===== src/common/input_exponent_scaler_regs.vh =====
// Purpose: Register indices, field positions, reset values and constants for the scaler
// Assumes: Word index is the byte address divided by four
// Notes: Definitions only
`ifndef INPUT_EXPONENT_SCALER_REGS_VH
`define INPUT_EXPONENT_SCALER_REGS_VH

// ----------------------------------------------------------------
// Register word indices
// ----------------------------------------------------------------
`define IES_IDX_CTRL 10'h090
`define IES_IDX_SCALE 10'h092
`define IES_IDX_UPPER 10'h094
`define IES_IDX_LOWER 10'h095
`define IES_IDX_DWELL 10'h096
`define IES_IDX_STATUS 10'h097

// ----------------------------------------------------------------
// Field positions
// ----------------------------------------------------------------
`define IES_ACTIVE_LSB 0
`define IES_ACTIVE_MSB 4
`define IES_IDLE_LSB 5
`define IES_IDLE_MSB 9
`define IES_INVERT_LSB 0
`define IES_INVERT_MSB 3
`define IES_WEIGHT_LSB 4
`define IES_WEIGHT_MSB 7

// ----------------------------------------------------------------
// Reset values
// ----------------------------------------------------------------
`define IES_RST_SCALE 10'h000
`define IES_RST_CTRL 8'h00
`define IES_RST_UPPER 14'h1fff
`define IES_RST_LOWER 14'h1000
`define IES_RST_DWELL 16'h0010

// ----------------------------------------------------------------
// Shift arithmetic
// ----------------------------------------------------------------
`define IES_INV_BASE 5'h07

`endif


===== src/verilog/exponent_shifter.v =====
// Purpose: Combinational shift of one mantissa by exponent, invert, weight and scale
// Assumes: Scale already selected by the level indicator state
// Notes: Shift amount wraps modulo 32, only right shifts are ever applied
`timescale 1ns/1ps
`include "input_exponent_scaler_regs.vh"

module exponent_shifter #(
  parameter MANT_W = 14,
  parameter EXP_W = 3
) (
  // Sample
  input wire [MANT_W-1:0] mantissa_in,
  input wire [EXP_W-1:0] exponent_in,
  // Settings
  input wire [4:0] scale_in,
  input wire exponent_invert_in,
  input wire exponent_weight_in,
  // Result
  output wire [MANT_W-1:0] scaled_out
);

  // ----------------------------------------------------------------
  // Shift amount
  // ----------------------------------------------------------------
  // Five bit arithmetic gives the modulo 32 wrap for free
  function [4:0] shift_amount;
    input [EXP_W-1:0] e;
    input inv;
    input wgt;
    input [4:0] s;
    reg [4:0] ew;
    begin
      // Weight doubles the exponent; both forms are widened to five bits on purpose
      ew = wgt ? {{(4-EXP_W){1'b0}}, e, 1'b0} : {{(5-EXP_W){1'b0}}, e};
      if (inv) begin
        shift_amount = `IES_INV_BASE - ew + s;
      end else begin
        shift_amount = ew + s;
      end
    end
  endfunction

  wire [4:0] amount;
  assign amount = shift_amount(exponent_in, exponent_invert_in, exponent_weight_in, scale_in);

  // Arithmetic shift keeps the sign, low bits fall off
  assign scaled_out = $signed(mantissa_in) >>> amount;

endmodule


===== src/verilog/input_exponent_scaler.v =====
// Purpose: Four port input exponent scaler with level indicator and Wishbone registers
// Assumes: Port clocks arrive as one cycle sample strobes synchronous to sys_clk_in
// Notes: Scaled samples feed the resampling CIC filter, which lives elsewhere
//
// The Wishbone slave port was decided locally.
`timescale 1ns/1ps
`include "input_exponent_scaler_regs.vh"

module input_exponent_scaler #(
  parameter MANT_W = 14,
  parameter EXP_W = 3,
  parameter DWELL_W = 16
) (
  // Clock and reset
  input wire sys_clk_in,
  input wire sys_rst_in,
  // Sample strobes, one per pair of ports
  input wire port_clock_ab_in,
  input wire port_clock_cd_in,
  // Converter inputs, port A in the low slice
  input wire [4*MANT_W-1:0] mantissa_in,
  input wire [4*EXP_W-1:0] exponent_in,
  input wire [3:0] sample_valid_in,
  // Wishbone slave
  input wire wb_cyc_in,
  input wire wb_stb_in,
  input wire wb_we_in,
  input wire [11:0] wb_adr_in,
  input wire [3:0] wb_sel_in,
  input wire [31:0] wb_dat_in,
  output wire [31:0] wb_dat_out,
  output wire wb_ack_out,
  // Scaled stream toward the resampling filter
  output wire [4*MANT_W-1:0] scaled_out,
  output wire [3:0] scaled_valid_out,
  // Level indicator lines
  output wire [3:0] level_indicator_out
);

  // ----------------------------------------------------------------
  // Functions
  // ----------------------------------------------------------------
  // Magnitude of a two's complement mantissa, most negative saturates
  function [MANT_W-1:0] magnitude;
    input [MANT_W-1:0] m;
    reg [MANT_W-1:0] neg;
    begin
      neg = ~m + {{(MANT_W-1){1'b0}}, 1'b1};
      if (!m[MANT_W-1]) begin
        magnitude = m;
      end else if (neg[MANT_W-1]) begin
        magnitude = {1'b0, {(MANT_W-1){1'b1}}};
      end else begin
        magnitude = neg;
      end
    end
  endfunction

  // Byte lane merge for register writes
  function [31:0] lane_merge;
    input [31:0] old_v;
    input [31:0] new_v;
    input [3:0] sel;
    integer b;
    begin
      lane_merge = old_v;
      for (b = 0; b < 4; b = b + 1) begin
        if (sel[b]) begin
          lane_merge[8*b +: 8] = new_v[8*b +: 8];
        end
      end
    end
  endfunction

  // ----------------------------------------------------------------
  // Register file
  // ----------------------------------------------------------------
  reg [9:0] scale_q;
  reg [7:0] ctrl_q;
  reg [MANT_W-1:0] upper_thr_q;
  reg [MANT_W-1:0] lower_thr_q;
  reg [DWELL_W-1:0] dwell_q;
  reg [31:0] rdata_q;
  reg ack_q;
  reg [3:0] li_q;

  wire [9:0] word_idx;
  wire bus_req;
  wire bus_wr;

  // Word index; the printed offsets are word indices, not byte addresses
  assign word_idx = wb_adr_in[11:2];
  // Request is answered once, ack drops the cycle after it was given
  assign bus_req = wb_cyc_in && wb_stb_in && !ack_q;
  assign bus_wr = bus_req && wb_we_in;

  // Current values padded to a bus word, for merging partial writes
  wire [31:0] scale_word;
  wire [31:0] ctrl_word;
  wire [31:0] upper_word;
  wire [31:0] lower_word;
  wire [31:0] dwell_word;
  wire [31:0] status_word;
  assign scale_word = {22'h000000, scale_q};
  assign ctrl_word = {24'h000000, ctrl_q};
  assign upper_word = {{(32-MANT_W){1'b0}}, upper_thr_q};
  assign lower_word = {{(32-MANT_W){1'b0}}, lower_thr_q};
  assign dwell_word = {{(32-DWELL_W){1'b0}}, dwell_q};
  assign status_word = {28'h0000000, li_q};

  wire [31:0] scale_new;
  wire [31:0] ctrl_new;
  wire [31:0] upper_new;
  wire [31:0] lower_new;
  wire [31:0] dwell_new;
  assign scale_new = lane_merge(scale_word, wb_dat_in, wb_sel_in);
  assign ctrl_new = lane_merge(ctrl_word, wb_dat_in, wb_sel_in);
  assign upper_new = lane_merge(upper_word, wb_dat_in, wb_sel_in);
  assign lower_new = lane_merge(lower_word, wb_dat_in, wb_sel_in);
  assign dwell_new = lane_merge(dwell_word, wb_dat_in, wb_sel_in);

  // Register writes; unmapped indices are acked and ignored
  always @(posedge sys_clk_in) begin
    if (sys_rst_in) begin
      scale_q <= `IES_RST_SCALE;
      ctrl_q <= `IES_RST_CTRL;
      upper_thr_q <= `IES_RST_UPPER;
      lower_thr_q <= `IES_RST_LOWER;
      dwell_q <= `IES_RST_DWELL;
    end else if (bus_wr) begin
      case (word_idx)
        `IES_IDX_SCALE: begin
          scale_q <= scale_new[9:0];
        end
        `IES_IDX_CTRL: begin
          ctrl_q <= ctrl_new[7:0];
        end
        `IES_IDX_UPPER: begin
          upper_thr_q <= upper_new[MANT_W-1:0];
        end
        `IES_IDX_LOWER: begin
          lower_thr_q <= lower_new[MANT_W-1:0];
        end
        `IES_IDX_DWELL: begin
          dwell_q <= dwell_new[DWELL_W-1:0];
        end
        default: begin
          scale_q <= scale_q;
        end
      endcase
    end
  end

  // Read data and acknowledge, one cycle after the request is seen
  always @(posedge sys_clk_in) begin
    if (sys_rst_in) begin
      rdata_q <= 32'h00000000;
      ack_q <= 1'b0;
    end else begin
      ack_q <= bus_req;
      if (bus_req && !wb_we_in) begin
        case (word_idx)
          `IES_IDX_SCALE: rdata_q <= scale_word;
          `IES_IDX_CTRL: rdata_q <= ctrl_word;
          `IES_IDX_UPPER: rdata_q <= upper_word;
          `IES_IDX_LOWER: rdata_q <= lower_word;
          `IES_IDX_DWELL: rdata_q <= dwell_word;
          `IES_IDX_STATUS: rdata_q <= status_word;
          default: rdata_q <= 32'h00000000;
        endcase
      end else begin
        rdata_q <= 32'h00000000;
      end
    end
  end

  assign wb_dat_out = rdata_q;
  assign wb_ack_out = ack_q;

  // ----------------------------------------------------------------
  // Sample strobes
  // ----------------------------------------------------------------
  // A and B share one port clock, C and D the other
  wire [3:0] port_strobe;
  assign port_strobe = {port_clock_cd_in, port_clock_cd_in,
                        port_clock_ab_in, port_clock_ab_in};

  // Scale fields split out once so each port picks its own
  wire [4:0] active_level_scale;
  wire [4:0] idle_level_scale;
  assign active_level_scale = scale_q[`IES_ACTIVE_MSB:`IES_ACTIVE_LSB];
  assign idle_level_scale = scale_q[`IES_IDLE_MSB:`IES_IDLE_LSB];

  wire [3:0] exponent_invert;
  wire [3:0] exponent_weight;
  assign exponent_invert = ctrl_q[`IES_INVERT_MSB:`IES_INVERT_LSB];
  assign exponent_weight = ctrl_q[`IES_WEIGHT_MSB:`IES_WEIGHT_LSB];

  // ----------------------------------------------------------------
  // Level indicator per port
  // ----------------------------------------------------------------
  // The dwell counter runs on sample strobes, so its unit is one input sample
  reg [DWELL_W-1:0] dwell_cnt_q [0:3];
  integer p;
  integer q;
  // Magnitudes are plain nets, so the indicator process holds registers only
  wire [4*MANT_W-1:0] mag_all;

  always @(posedge sys_clk_in) begin
    if (sys_rst_in) begin
      li_q <= 4'h0;
      for (p = 0; p < 4; p = p + 1) begin
        dwell_cnt_q[p] <= {DWELL_W{1'b0}};
      end
    end else begin
      for (p = 0; p < 4; p = p + 1) begin
        if (port_strobe[p] && sample_valid_in[p]) begin
          if (mag_all[p*MANT_W +: MANT_W] >= upper_thr_q) begin
            li_q[p] <= 1'b1;
            dwell_cnt_q[p] <= dwell_q;
          end else if (li_q[p]) begin
            if (mag_all[p*MANT_W +: MANT_W] >= lower_thr_q) begin
              // Back above the low mark, restart the hold off
              dwell_cnt_q[p] <= dwell_q;
            end else if (dwell_cnt_q[p] == {DWELL_W{1'b0}}) begin
              li_q[p] <= 1'b0;
            end else begin
              dwell_cnt_q[p] <= dwell_cnt_q[p] - {{(DWELL_W-1){1'b0}}, 1'b1};
            end
          end
        end
      end
    end
  end

  assign level_indicator_out = li_q;

  // ----------------------------------------------------------------
  // Shifters and output stage
  // ----------------------------------------------------------------
  // Shift is combinational from the pins, result registered once
  wire [4*MANT_W-1:0] shifted;
  reg [4*MANT_W-1:0] scaled_q;
  reg [3:0] scaled_valid_q;

  genvar g;
  generate
    for (g = 0; g < 4; g = g + 1) begin : g_port
      wire [4:0] sel_scale;
      // Scale follows the indicator state as the sample arrives
      assign sel_scale = li_q[g] ? active_level_scale : idle_level_scale;
      // Saturated magnitude for the threshold compare
      assign mag_all[g*MANT_W +: MANT_W] = magnitude(mantissa_in[g*MANT_W +: MANT_W]);

      exponent_shifter #(
        .MANT_W(MANT_W),
        .EXP_W(EXP_W)
      ) u_shift (
        .mantissa_in(mantissa_in[g*MANT_W +: MANT_W]),
        .exponent_in(exponent_in[g*EXP_W +: EXP_W]),
        .scale_in(sel_scale),
        .exponent_invert_in(exponent_invert[g]),
        .exponent_weight_in(exponent_weight[g]),
        .scaled_out(shifted[g*MANT_W +: MANT_W])
      );
    end
  endgenerate

  // Capture on the port strobe; idle ports hold their last value
  always @(posedge sys_clk_in) begin
    if (sys_rst_in) begin
      scaled_q <= {4*MANT_W{1'b0}};
      scaled_valid_q <= 4'h0;
    end else begin
      for (q = 0; q < 4; q = q + 1) begin
        if (port_strobe[q] && sample_valid_in[q]) begin
          scaled_q[q*MANT_W +: MANT_W] <= shifted[q*MANT_W +: MANT_W];
        end
      end
      scaled_valid_q <= port_strobe & sample_valid_in;
    end
  end

  // Downstream filter sees only scaled data
  assign scaled_out = scaled_q;
  assign scaled_valid_out = scaled_valid_q;

endmodule


===== config.mk =====
export PLATFORM = sky130hd
export DESIGN_NAME = input_exponent_scaler
export DESIGN_NICKNAME = d
export VERILOG_FILES = /design/src/verilog/exponent_shifter.v /design/src/verilog/input_exponent_scaler.v
export VERILOG_INCLUDE_DIRS = /design/src /design/src/common
export SDC_FILE = /design/constraint.sdc
export NUM_CORES = 1
export LEC_CHECK = 0
export CORE_UTILIZATION = 45
export CTS_CLUSTER_SIZE = 14
export DETAILED_ROUTE_END_ITERATION = 8
export DONT_BUFFER_PORTS = 1
export SETUP_SLACK_MARGIN = 0.1
export SYNTH_ARGS = -nofsm -noshare
export SYNTH_HDL_FRONTEND = slang
export SYNTH_SLANG_ARGS = --single-unit

===== constraint.sdc =====
create_clock -name sys_clk_in -period 6.48 [get_ports sys_clk_in]
set_input_delay 0.972 -clock sys_clk_in [delete_from_list [all_inputs] [get_ports sys_clk_in]]
set_output_delay 0.972 -clock sys_clk_in [all_outputs]
set_load 0.01 [all_outputs]

* Word-level counts from Yosys, hierarchy flattened
Memories as Yosys holds them, arrays and structs flattened.
Cells that the tools add are included.
** Word-level totals
- Bits in registers :: 159
- Bits in writable memories :: 64
- Input bits :: 127
- Output and inout port bits :: 97
- Word-level logic and storage cells :: 216
- Memories :: 1
** Cells by class
- Add/subtract/negate cells :: 20
- $lt $le $gt $ge :: 8
- Eq/ne operators :: 6
- Shifts and indexed selects :: 4
- Muxes and demuxes :: 115
- Bitwise logic cells :: 18
- Reduce and logical (&&, ||, !) cells :: 24
** Memory list
- dwell_cnt_q :: words 4, bits a word 16, rd ports 4, clocked after memory_dff 0, wr ports 4, RTL line input_exponent_scaler.v:203 : reg [DWELL_W-1:0] dwell_cnt_q [0:3];
** Operators with widths (number)
- 16-bit 2-to-1 mux :: 12
- 14-bit >= comparator :: 8
- 13-bit 2-to-1 mux :: 8
- 16-bit case mux with 6 select lines :: 1
- 1-bit 2-to-1 mux :: 82
- 16-bit zero test :: 4
- 16-bit by 1-bit subtractor with 16-bit output, second input constant :: 4
- 10-bit by 8-bit == test with 1-bit output, second input constant :: 6
- 14-bit by 1-bit adder with 14-bit output, second input constant :: 4
- 14-bit inverter :: 4
- 14-bit by 5-bit >>> shifter with 14-bit output :: 4
- 5-bit adder :: 8
- 5-bit 2-to-1 mux :: 8
- 3-bit AND reduction :: 9
- 3-bit by 5-bit subtractor with 5-bit output, first input constant :: 4
- 4-bit 2-to-1 mux :: 4
- 1-bit bitwise OR :: 12
- 1-bit logical AND :: 8
- 4-bit bitwise AND :: 1
- 1-bit zero test :: 2
- 2-bit OR reduction :: 1
- 1-bit inverter :: 1

* Logic depth before layout (Yosys ltp)
- Depth in word-level cells :: 13
- Gate-level depth with buffers :: 19
- Mapped depth without buffers :: 17

* Hierarchy
A second synthesis with hierarchy kept.
** Second synthesis, totals
- Cells, all modules :: 2107
- Area total of the unflattened synthesis :: 18223.7 sq um
** By module, submodules not included
- input_exponent_scaler :: times used 1, cells an instance 1476, area an instance 13038.8 sq um, sequential area each 4784.6 sq um
- exponent_shifter (g_port[1].u_shift ...) :: times used 3, cells an instance 156, area an instance 1282.5 sq um, sequential area each 0.0 sq um
- exponent_shifter (g_port[0].u_shift) :: times used 1, cells an instance 163, area an instance 1337.5 sq um, sequential area each 0.0 sq um

* Least setup slack after synthesis
OpenSTA, ideal clock, no wires.
- Kind :: input port to flip-flop
- From :: input mantissa_in[30]
- To :: memory dwell_cnt_q[2][0], enable pin
- Setup time :: 0.375 ns
- Arrival time :: 4.624 ns
- Required time :: 6.105 ns
- Path slack :: 1.481 ns
- Stages on the path :: 16
- Path buffers :: 2
- Path through :: or3_4 or4b_4 or2_4 nor4_4 buf_6 o21ai_0 o21ai_0 ha_1 a21o_1 a31oi_1 o21ai_0 a311oi_1 and4_1 nand2_2 buf_4 nand3_1
** RTL lines
- start, declared :: RTL line input_exponent_scaler.v:21 : input wire [4*MANT_W-1:0] mantissa_in,
- end, declared :: RTL line input_exponent_scaler.v:203

==> flow_metrics.env <==
export IMPL_diodes=0
export IMPL_area_growth_pct=6.162
export IMPL_clk_latency_ns=0.55
export IMPL_grt_pass1_vias=14554
export IMPL_cts_tree="built"
export IMPL_syn_area_per_cell_um2=8.783
export IMPL_relSlewSlack_pct=23.39
export IMPL_setup_viol=0
export IMPL_post_route_min_period_ns=5.084
export IMPL_endpoint_kind="register"
export IMPL_crit_path_frequent_cell="o21ai_0"
export IMPL_portBuffers=0
export IMPL_crit_chain="or3_4 > or4b_4 > or2_4 > nor4_4 > o21ai_0 > o21ai_0 > ha_1 > a21o_1 > a31oi_1 > o21ai_0 > a311oi_1 > nand3_1 > buf_4 > nand3_1 > buf_4"
export IMPL_p_per_area_nw_per_um2=179.0
export IMPL_dpl_worst_slack_ns=0.9166
export IMPL_skew_ns=0.01765
export IMPL_yosys_register_bits=207
export IMPL_p_total_mw=3.365
export IMPL_synth_cell_types=87
export IMPL_num_rows=72
export IMPL_top_layer_used="met4"
export IMPL_synthArstFlopShare_pct=0
export IMPL_max_freq_mhz=196.7
export IMPL_setup_slack_ns=1.396
export IMPL_placed_cell_area_um2=17930
export IMPL_cp_slowest_stage_delay_ns=0.60
export IMPL_setup_worst_path_start_class="input port"
export IMPL_io_pin_count=224
export IMPL_cts_setup_buffers=0
export IMPL_hold_ws_ns=0.4961
export IMPL_hold_buffers=0
export IMPL_clkSinkCount=207
export IMPL_grt_pass1_wl_mm=85.21
export IMPL_path_clk_slew_ns=0.06
export IMPL_r2r_slack_ns=2.38
export IMPL_detailedRoute_firstIterationViolations=1439
export IMPL_vdd_ir_drop_worst_mv=0.1672
export IMPL_drive_gt1_share_pct=7.394
export IMPL_grt_max_degree=74
export IMPL_wl_met3_mm=4.836
export IMPL_setup_tns_ns=0
export IMPL_die_area_um2=40150
export IMPL_coreArea_um2=38740
export IMPL_drc_errors=0
export IMPL_synth_seq_area_share_pct=27.02
export IMPL_die_w_um=200.4
export IMPL_yosys_warnings=0
export IMPL_post_drt_via_cell_ratio=6.174
export IMPL_hp_class="register to register"
export IMPL_dr_pass1_iters=8
export IMPL_place_congestion=0.9034
export IMPL_fin_area_um2=18800
export IMPL_maxCapViolCount=0
export IMPL_outcome="finished clean"
export IMPL_vias=15305
export IMPL_arrival_ns=5.32
export IMPL_nets=2236
export IMPL_cts_buffer_depth=3
export IMPL_wl_met2_mm=24.69
export IMPL_grtUsageTotal_pct=26.92
export IMPL_path_class="input port to register"
export IMPL_ant_nets=0
export IMPL_path_max_fanout=17
export IMPL_start_util_pct=45.71
export IMPL_tightest_slew_ns=1.145
export IMPL_rsz0062_at_grt="no"
export IMPL_syn_area_um2=17710
export IMPL_ctsResizeCount=0
export IMPL_wl_met1_mm=23.58
export IMPL_cts_root_buffer="clkbuf_16"
export IMPL_final_common_cell="nor2_1"
export IMPL_leakage_nw=7.395
export IMPL_numCtsBuffers=25
export IMPL_hold_viol=0
export IMPL_antenna_found_initial=0
export IMPL_drv_slew=0
export IMPL_wirelength_mm=54.88
export IMPL_fin_crit_sh_pct=78.45
export IMPL_syn_inst=2016
export IMPL_die_y_um=200.4
export IMPL_post_dp_hpwl_mm=40.50
export IMPL_critPathRequiredTime_ns=6.71
export IMPL_final_cell_mix="nor2_1, nand2_1, ha_1"
export IMPL_cts_htree_levels=1
export IMPL_gr_total_overflow=0
export IMPL_ys_flop_type="dfxtp_1"
export IMPL_synth_edf_count=64
export IMPL_worst_path_max_delay_cell="a311oi_1"
export IMPL_routedWlPerCell_um=22.14
==> cell type report <==
cell class	instances	area (um^2)
Clock buffer	35	725.7
Inverter	82	307.8
Sequential cell	207	4785
Tap cell	518	648.1
Clock inverter	11	143.9
Fill cell	3686	19940
Multi-Input combinational cell	1605	12030
Timing Repair Buffer	21	157.7
==> synth_stat cells, drive strengths merged, types with 10 or more instances <==
cell | n | area share, %
a211o | 10 | 0.49
a211oi | 21 | 0.89
a21o | 25 | 1.1
a21oi | 115 | 3.3
a221o | 16 | 0.90
a221oi | 13 | 0.64
a31oi | 22 | 0.81
and2 | 20 | 0.71
and3 | 12 | 0.42
buf | 50 | 1.8
clkbuf | 87 | 1.9
dfxtp | 143 | 16
edfxtp | 64 | 11
ha | 159 | 11
inv | 81 | 1.7
mux2 | 26 | 1.7
mux2i | 134 | 7.6
mux4 | 37 | 4.7
nand2 | 187 | 4.0
nand2b | 26 | 0.92
nand3 | 30 | 0.85
nor2 | 191 | 4.1
nor2b | 26 | 0.92
nor3 | 49 | 1.4
nor4 | 21 | 0.98
o211ai | 27 | 1.1
o21a | 12 | 0.51
o21ai | 92 | 2.6
o22ai | 10 | 0.35
o2bb2ai | 63 | 3.1
or3 | 18 | 0.69
xnor2 | 52 | 2.6
xor2 | 42 | 2.1
==> through the flow <==
| step | std cells | util [%] |
|---|---|---|
| 3_5_place_dp | 2433 | 46.28 |
| 5_1_grt | 2479 | 48.53 |
| 6_report | 2479 | 48.53 |
| 3_3_place_gp | 2433 | 46.28 |
| 2_1_floorplan | 2031 | - |
| 4_1_cts | 2479 | 48.53 |
==> registers in the layout, summed over array words and instances (netlist names) <==
register             flops
ctrl_q                   8
dwell_cnt_q             64
dwell_q                 16
level_indicator_out      4
lower_thr_q             14
scale_q                 10
scaled_out              56
scaled_valid_out         4
upper_thr_q             14
wb_ack_out               1
wb_dat_out              16
==> cell families (layout without fill, tap and decap cells) <==
family / Yosys count / count (layout) / share of synthesized area [%]
AOI/OAI and AO/OA: 495 / 495 / 19.18
xor gates and xnor gates: 94 / 94 / 4.650
adders and majority gates: 167 / 167 / 12.14
buffers and inverters: 219 / 149 / 5.356
DFF: 207 / 207 / 27.02
muxes: 197 / 197 / 14.00
other: 1 / 16 / 0.02118
and+or+nand+nor: 636 / 636 / 17.64
==> worst max-delay path: cells and delay by family <==
kind            cells  cell delay (ns)
compound gates      6             1.56
fa+ha+maj           1             0.33
buf+inv             2             0.49
simple gates        6             1.94
==> path summary, 6_finish.rpt <==
check                                             from                 to  depth (start not counted)
worst max-delay path                   mantissa_in[16]  dwell_cnt_q[1][9]                         15
worst min-delay path                    scaled_out[41]     scaled_out[41]                          2
worst max register to register  level_indicator_out[3]     scaled_out[45]                         10
worst min register to register          scaled_out[41]     scaled_out[41]                          2
==> report_power, final <==
group          internal (mW)  leakage (nW)  total [mW]  switching, mW
logic                  0.217          5.15       0.479          0.263
clock network          0.877         0.428        1.48          0.599
registers               1.37          1.82        1.41         0.0389
total                   2.46          7.39        3.36          0.901
==> metal layers <==
metal | track usage, % | vias to the layer above
met2 | 42.92 | 619
met3 | 5.239 | 83
met1 | 36.42 | 7316
met4 | 8.969 | 0
li1 | - | 7287
met5 | 0 | -
Power figures use the tool's default switching activity.
